==> config.mk <==
export PLATFORM = sky130hd
export DESIGN_NAME = crc_word_calc
export DESIGN_NICKNAME = d
export VERILOG_FILES = /design/src/inc/crc_pkg.sv /design/src/verilog/crc_word_calc.sv
export VERILOG_INCLUDE_DIRS = /design/src /design/src/inc
export SDC_FILE = /design/constraint.sdc
export NUM_CORES = 1
export LEC_CHECK = 0
export ABC_CLOCK_PERIOD_IN_PS = 3400
export BUFFER_PORTS_ARGS = -buffer_cell sky130_fd_sc_hd__buf_4
export CELL_PAD_IN_SITES_DETAIL_PLACEMENT = 1
export CELL_PAD_IN_SITES_GLOBAL_PLACEMENT = 2
export CORE_AREA = 2 2 138 140
export CTS_BUF_LIST = sky130_fd_sc_hd__clkbuf_8
export DETAILED_ROUTE_END_ITERATION = 8
export DIE_AREA = 0 0 140 142
export GPL_ROUTABILITY_DRIVEN = 0
export PLACE_DENSITY = 0.76
export SLEW_MARGIN = 15
export SYNTH_ARGS = -nofsm -noshare
export SYNTH_HDL_FRONTEND = slang
export SYNTH_SLANG_ARGS = --single-unit
==> constraint.sdc <==
create_clock -name clk -period 3.4 [get_ports clk]
set_clock_uncertainty 0.15 [all_clocks]
set_input_delay 0.17 -clock clk [delete_from_list [all_inputs] [get_ports clk]]
set_output_delay 0.17 -clock clk [all_outputs]
set_load 0.01 [all_outputs]
==> src/inc/crc_params.svh <==
// constants for the crc32 word calculator
`ifndef CRC_PARAMS_SVH
`define CRC_PARAMS_SVH
`define CRC_OFS_DATA     8'h00
`define CRC_OFS_SCRATCH  8'h04
`define CRC_OFS_CONTROL  8'h08
`define CRC_DATA_RESET   32'hffffffff
`define CRC_SCRATCH_RST  8'h00
`define CRC_POLY         32'h04c11db7
`define CRC_RESTART_BIT  0
`define CRC_CALC_NS      20
`define CRC_CLK_NS       5
`define CRC_CALC_CYCLES  ((`CRC_CALC_NS) / (`CRC_CLK_NS))
`define CRC_CNT_W        3
`define CRC_WORD_W       32
`define CRC_SCRATCH_W    8
`define CRC_RSVD_W       24
`endif

==> src/inc/crc_pkg.sv <==
// types for the crc32 word calculator
package crc_pkg;
	typedef struct packed {
		logic        sel;
		logic        write;
		logic [7:0]  addr;
		logic [31:0] wdata;
	} crc_req_type;
	typedef struct packed {
		logic        ready;
		logic [31:0] rdata;
	} crc_rsp_type;
	typedef enum logic [1:0] {
		CRC_IDLE = 2'b01,
		CRC_BUSY = 2'b10
	} crc_state_type;
endpackage : crc_pkg

==> src/verilog/crc_word_calc.sv <==
// crc32 word calculator with register interface
`timescale 1ns/1ps
`default_nettype none
`include "crc_params.svh"

// Contract
// - data write feeds calculator; read returns result
// - whole 32-bit word folded per write
// - writes stalled until computation finishes
// - restart loads all ones, scratch untouched
// - data register resets to all ones
// - scratch byte in bits 7:0, reset zero
// - restart leaves scratch byte unchanged
// - restart bit write-one, self clearing
// - fixed Ethernet polynomial 0x04c11db7
// - computation finishes within four cycles
module crc_word_calc (
	input  wire logic               clk,
	input  wire logic               rstn,
	input  wire crc_pkg::crc_req_type req,
	output var  crc_pkg::crc_rsp_type rsp
);

	// ------------------------------------------------------------
	// declarations
	// ------------------------------------------------------------
	// register state
	crc_pkg::crc_state_type      state;
	logic [`CRC_WORD_W-1:0]      checksum;
	logic [`CRC_WORD_W-1:0]      pending;
	logic [`CRC_SCRATCH_W-1:0]   scratch;
	logic [`CRC_CNT_W-1:0]       cnt;

	// fold chain, one word per stage boundary
	logic [`CRC_WORD_W-1:0]      foldStage [0:`CRC_WORD_W];

	// decode
	logic                        accData;
	logic                        accScratch;
	logic                        accControl;
	logic                        stall;
	logic                        dataWrite;
	logic                        scratchWrite;
	logic                        restart;
	logic                        engineLast;

	// ------------------------------------------------------------
	// access decode
	// ------------------------------------------------------------
	assign accData      = req.sel && req.addr == `CRC_OFS_DATA;
	assign accScratch   = req.sel && req.addr == `CRC_OFS_SCRATCH;
	assign accControl   = req.sel && req.addr == `CRC_OFS_CONTROL;
	// any access during a computation waits: a read must see the result
	assign stall        = (state == crc_pkg::CRC_BUSY);
	assign dataWrite    = accData && req.write && !stall;
	assign scratchWrite = accScratch && req.write && !stall;
	// only a one in the restart bit acts; a zero write is ignored
	assign restart      = accControl && req.write && !stall &&
		req.wdata[`CRC_RESTART_BIT];
	assign engineLast   = (state == crc_pkg::CRC_BUSY) &&
		(cnt == `CRC_CNT_W'(1));

	// ------------------------------------------------------------
	// fold of one word: one shift stage per bit, msb first
	// ------------------------------------------------------------
	// whole word in one pass; depth traded for a one-cycle fold
	assign foldStage[0] = checksum ^ req.wdata;
	for (genvar i = 0; i < `CRC_WORD_W; i++) begin : g_fold
		logic                   msbOut;
		logic [`CRC_WORD_W-1:0] shifted;
		logic [`CRC_WORD_W-1:0] taps;
		assign msbOut  = foldStage[i][`CRC_WORD_W-1];
		assign shifted = {foldStage[i][`CRC_WORD_W-2:0], 1'b0};
		assign taps    = {`CRC_WORD_W{msbOut}} & `CRC_POLY;
		assign foldStage[i+1] = shifted ^ taps;
	end

	// ------------------------------------------------------------
	// sequencer: fixed latency models the multi-cycle engine
	// ------------------------------------------------------------
	always_ff @(posedge clk) begin
		if (!rstn) begin
			state <= crc_pkg::CRC_IDLE;
		end else begin
			case (state)
			crc_pkg::CRC_IDLE: begin
				if (dataWrite) begin
					state <= crc_pkg::CRC_BUSY;
				end else begin
					state <= crc_pkg::CRC_IDLE;
				end
			end
			crc_pkg::CRC_BUSY: begin
				if (cnt == `CRC_CNT_W'(1)) begin
					state <= crc_pkg::CRC_IDLE;
				end else begin
					state <= crc_pkg::CRC_BUSY;
				end
			end
			default: begin
				state <= crc_pkg::CRC_IDLE;
			end
			endcase
		end
	end

	// ------------------------------------------------------------
	// latency counter
	// ------------------------------------------------------------
	always_ff @(posedge clk) begin
		if (!rstn) begin
			cnt <= '0;
		end else if (dataWrite) begin
			cnt <= `CRC_CNT_W'(`CRC_CALC_CYCLES - 1);
		end else if (cnt != '0) begin
			cnt <= cnt - `CRC_CNT_W'(1);
		end
	end

	// ------------------------------------------------------------
	// pending result of the word in flight
	// ------------------------------------------------------------
	always_ff @(posedge clk) begin
		if (!rstn) begin
			pending <= `CRC_DATA_RESET;
		end else if (restart) begin
			pending <= `CRC_DATA_RESET;
		end else if (dataWrite) begin
			pending <= foldStage[`CRC_WORD_W];
		end
	end

	// ------------------------------------------------------------
	// checksum, visible only once the engine is done
	// ------------------------------------------------------------
	always_ff @(posedge clk) begin
		if (!rstn) begin
			checksum <= `CRC_DATA_RESET;
		end else if (restart) begin
			checksum <= `CRC_DATA_RESET;
		end else if (engineLast) begin
			checksum <= pending;
		end
	end

	// ------------------------------------------------------------
	// scratch byte, untouched by restart
	// ------------------------------------------------------------
	always_ff @(posedge clk) begin
		if (!rstn) begin
			scratch <= `CRC_SCRATCH_RST;
		end else if (scratchWrite) begin
			// restart has no path here: the byte survives it
			scratch <= req.wdata[`CRC_SCRATCH_W-1:0];
		end
	end

	// ------------------------------------------------------------
	// read data and ready
	// ------------------------------------------------------------
	always_comb begin
		rsp.ready = !stall;
		rsp.rdata = '0;
		if (req.sel) begin
			case (req.addr)
			`CRC_OFS_DATA: begin
				rsp.rdata = checksum;
			end
			`CRC_OFS_SCRATCH: begin
				rsp.rdata = {{`CRC_RSVD_W{1'b0}}, scratch};
			end
			`CRC_OFS_CONTROL: begin
				// restart bit clears itself at once, reads as zero
				rsp.rdata = '0;
			end
			default: begin
				// unmapped offsets read as zero
				rsp.rdata = '0;
			end
			endcase
		end
	end

endmodule : crc_word_calc
`default_nettype wire
# Word level (Yosys, flattened, before mapping)
# Cells that the tools add are included.
# word_totals
elab_cells,70
inputBits,44
output_inout_bits,33
reg_bits,77
# op_classes
n_reduce_logical,17
n_eq_ne,5
add_sub_neg,1
bitwise_logic,34
muxes,7
# ops
operator,count
XOR 32 x 27 -> 32 bit,32
one-hot mux 32 bit (2 select lines),1
two-way mux 32 bit,1
XOR 32 bit,1
logical AND 1 bit,11
"equality test 8 x 3 -> 1 bit, second input constant",1
"equality test 8 x 4 -> 1 bit, second input constant",1
zero test 8 bit,1
two-way mux 2 bit,4
one-hot mux 2 bit (2 select lines),1
OR reduction 2 bit,2
"equality test 3 x 1 -> 1 bit, second input constant",1
nonzero test 3 bit,1
"subtractor 3 x 1 -> 3 bit, second input constant",1
"equality test 2 x 1 -> 1 bit, second input constant",1
"equality test 2 bit, second input constant",1
nonzero test 2 bit,1
zero test 1 bit,1
inverter 1 bit,1

# Depth between registers and ports, before layout
# depth
ltp_word,33
ltp_mapped,10
mapped_depth_nobuf,10

# Worst setup path after synthesis
# OpenSTA, ideal clock, no wires.
# synth_path
path_kind,register -> register
start,register checksum[31]
end,register pending[12]
required_time_ps,3120
path_stages_with_launch,11
arrival_ps,3297
synth_period_minus_slack_ps,3578
path_buffers,0
path_slack_ps,-178
setup_time_ps,130
path_cell_list,dfxtp_1 xor2_1 xnor3_2 xnor3_2 xnor2_4 xor2_2 xnor3_1 xor2_2 xor2_1 nor2_1 o21ai_1
# synth_via
elab_chain_cells,33
# synth_rtl
item,line,source
start: declaration,crc_word_calc.sv:29,logic [`CRC_WORD_W-1:0] checksum;
start signal: assignment,crc_word_calc.sv:138,checksum <= `CRC_DATA_RESET;
start signal: assignment,crc_word_calc.sv:140,checksum <= `CRC_DATA_RESET;
start signal: assignment,crc_word_calc.sv:142,checksum <= pending;
XOR 32 bit,crc_word_calc.sv:67,assign foldStage[0] = checksum ^ req.wdata;
XOR 32 x 27 -> 32 bit (32 in a row),crc_word_calc.sv:75,assign foldStage[i+1] = shifted ^ taps;
end signal: assignment,crc_word_calc.sv:125,pending <= `CRC_DATA_RESET;
end signal: assignment,crc_word_calc.sv:127,pending <= `CRC_DATA_RESET;
end signal: assignment,crc_word_calc.sv:129,pending <= foldStage[`CRC_WORD_W];
end: declaration,crc_word_calc.sv:30,logic [`CRC_WORD_W-1:0] pending;
# No other way between the ends.
# A chain may end at the register's enable or synchronous reset.

# Worst setup path after layout
# layout_path
start,register checksum[21]
end,register pending[12]
# Same word-level chain as after synthesis.

==> summary.txt <==
Power and ir drop
  – Worst VDD drop: 796 uV
  – Flop pwr share: 8.0%
  – Net Sw Frac: 42.6%
  – Comb pwr share: 85.8%
  – Internal: 0.00667 W
  – Total chip power: 0.0116 W
  – Pleak: 4.09 nW
  – P per Cell Area: 1310 nW/um^2
  – NetSw: 0.00495 W
  – Clock Power Share: 6.2%

Critical path
  – CP max FO: 3
  – Reg2reg end: pending[12]
  – Classification of the worst setup path: register to register
  – Worst Path Arrival: 3540 ps
  – CP Launch Type: register
  – Reg-to-Reg Start: checksum[21]
  – Worst r2r path cells: 11
  – Required time worst endpoint: 3570 ps
  – Reg2reg setup slack: 30 ps
  – CP endpoint kind: register

Cells and area
  – Area growth from synthesis to layout: 41.1%
  – Final #Nets: 889
  – Share of layout cells above drive strength 1: 36.3%
  – # fillers: 2030
  – Fin util: 48.1%
  – Non-filler cells, final: 1079
  – Ant. Diodes: 0

CTS
  – CTS root buffer: clkbuf_8
  – Worst-skew pair later-pin latency: 390 ps
  – CTS Buf Count: 9
  – CTS tree: done
  – H-tree depth: 3
  – Clock Pin Slew Worst Setup and Hold Paths: 90 ps
  – CTS Sinks: 77
  – Clock tree buffer depth: 2

Outcome
  – Run status: finished with violations
  – Failing checks: DRC

Die
  – Initial core utilization: 34.1%
  – Chip Width: 140 um
  – Die ar.: 19900 um^2
  – I/O pin total: 77
  – Die Span Y: 142 um
  – Core area: 18500 um^2
  – Core Rows: 50

Timing
  – Slew margin rel.: 31.9%
  – Final hold violation count: 0
  – Worst hold slack: 150 ps
  – Setup Viol. Count Final: 0
  – Final Max Slew Viols: 0
  – Fin crit share: 99.3%
  – Worst slew pin tran: 1020 ps
  – Final min period: 3370 ps
  – RSZ-0062 raised after global routing: true
  – Fmax achieved: 0.296 GHz

Routing
  – Final WL: 22700 um
  – TritonRoute pass-1 iters: 6
  – Post-DR wirelength/cell: 21.1 um
  – Avg Vias per Cell: 4.86
  – DR iter-0 viols: 218
  – Number of nets with antenna violations after routing: 0
  – Drt drc: 6
  – Via Count: 5244

Min path
  – HP Start: req[40]
  – Worst hold endpoint: state[0]
  – Worst hold path type: input port to register
  – WHS Path Cells: 4

GRT
  – Vias in the first global route: 5692
  – First-pass GRT wire length: 33500 um
  – Initial antenna violation count: 0
  – Largest net degree at the start of global routing: 50
  – Gr usage total: 22.5%
  – Remaining Overflow, GRT: 0

Synthesis
  – Top-area cell type share of the netlist area: 24.5%
  – Post-Syn Area: 6290 um^2
  – Syn nets: 690
  – Asr flop ratio synth: 0%
  – Mapped Avg Cell Area: 9.82 um^2
  – Largest area contributor in the synthesized netlist: dfxtp_1
  – Top cells by area, synth: dfxtp_1, xnor2_1, xnor3_1, xnor2_2, xor2_1
  – Ys flop type: dfxtp_1
  – Sequential area share after synthesis: 24.5%
  – Synthesis warning total: 0
  – #FFs+latches synth: 77
  – Number of synthesized flops with an enable pin: 0
  – Yosys cell types: 32
  – Syn Inst Count: 641

Flow run
  – Max-Cap Viols: 0

Placed design
  – Placed cell count: 1023
  – I/O Buffers: 76
  – Hpwl dp: 16900 um
[state kept, by name (all words and copies together), names as in the netlist]
register  cells
state         2
pending      32
scratch       8
cnt           3
checksum     32
[cell families after synthesis]
group | share of synthesized area (%)
buffers and inverters | 1.79
AOI/OAI and AO/OA | 3.96
xor gates and xnor gates | 51.5
adders and majority gates | 0.994
and+or+nand+nor | 14.7
DFF | 24.5
muxes | 2.54
[what timing repair did]
action | CTS | global route
hold endpoints to repair | 11 | 0
pin swaps | 16 | 23
gates resized for setup | 27 | 46
hold buffers | 15 | 0
buffers inserted | 15 | 11
setup endpoints to repair | 26 | 26
[cell type report]
| class | count | area [um^2] | area share [%] |
|---|---|---|---|
| Multi-Input combinational cell | 534 | 5080 | 57.2 |
| Timing Repair Buffer | 213 | 1730 | 19.5 |
| Sequential cell | 77 | 1560 | 17.6 |
| Tap cell | 234 | 293 | 3.30 |
| Clock buffer | 11 | 151 | 1.70 |
| Clock inverter | 5 | 41.3 | 0.465 |
| Inverter | 5 | 18.8 | 0.211 |
[power groups by stage]
stage               clock [W]  combinational (W)  sequential [W]
floorplan                   0            0.00568        0.000946
global placement            0            0.00822        0.000947
detailed placement          0            0.00830        0.000951
CTS                  0.000733            0.00924        0.000928
global route         0.000777             0.0105        0.000927
finish               0.000720            0.00997        0.000925
[cell usage after synthesis, types with 2 or more instances]
cell,number
nand2_1,87
xnor2_1,151
nor2_1,40
inv_1,5
xor3_2,3
o21ai_1,11
o211ai_1,18
xnor3_1,29
xnor3_2,3
xor2_1,44
clkbuf_1,25
mux2i_1,16
o21a_1,3
dfxtp_1,77
xor3_1,4
and2_1,24
xnor2_4,5
xnor2_2,26
a21oi_1,2
nand3_1,34
nor2b_1,10
or2_2,2
nand2b_1,4
xor2_2,5
o21ai_0,2
ha_1,5
[cells in the final DEF, fill, tap and decap left out, types with 21 or more instances in the layout]
cell       n
and2_1    24
buf_4    184
nand3_1   34
xnor2_2   34
nand2_1   87
xor2_1    36
xnor2_1  130
xnor3_1   21
dfxtp_1   69
nor2_1    39
[metrics by stage]
stage	TNS (ps)	worst slack (ps)	cell area, um^2
detailed placement	-1440	-214	7890
global route	-506	-86.6	8880
CTS	-108	-26.8	8540
finish	0	25.1	8880
floorplan	0	9.85	6350
global placement	-338	-93.8	7890
[critical path: stages, from the launching register on]
cell and delay [ps]:
dfxtp_4 370, xnor2_4 160, buf_4 160, xnor3_2 460
xnor3_2 490, xnor2_4 270, xor2_4 230, xnor3_2 440
xor2_4 210, xor2_1 180, nor2_1 60, o21ai_1 120
[per-layer routing]
| layer | track usage [%] | vias to the layer above | routed length [um] |
|---|---|---|---|
| met5 | 0 | - | 0 |
| met4 | 8.08 | 0 | 858 |
| met3 | 2.89 | 41 | 809 |
| met2 | 40.3 | 116 | 11600 |
| met1 | 27.9 | 2626 | 9490 |
| li1 | - | 2461 | - |
[worst max path at each step]
stage | startpoint | end | slack, ps | cells past startpoint
after floorplan | checksum[24] | pending[16] | 10 | 10
after global placement | checksum[29] | pending[11] | -90 | 11
after detailed placement | checksum[20] | pending[19] | -210 | 11
after CTS | checksum[28] | pending[26] | -30 | 12
after global routing | checksum[21] | pending[12] | -90 | 11
final | checksum[21] | pending[12] | 30 | 11
Note: power is estimated with default switching activity, not from simulation.
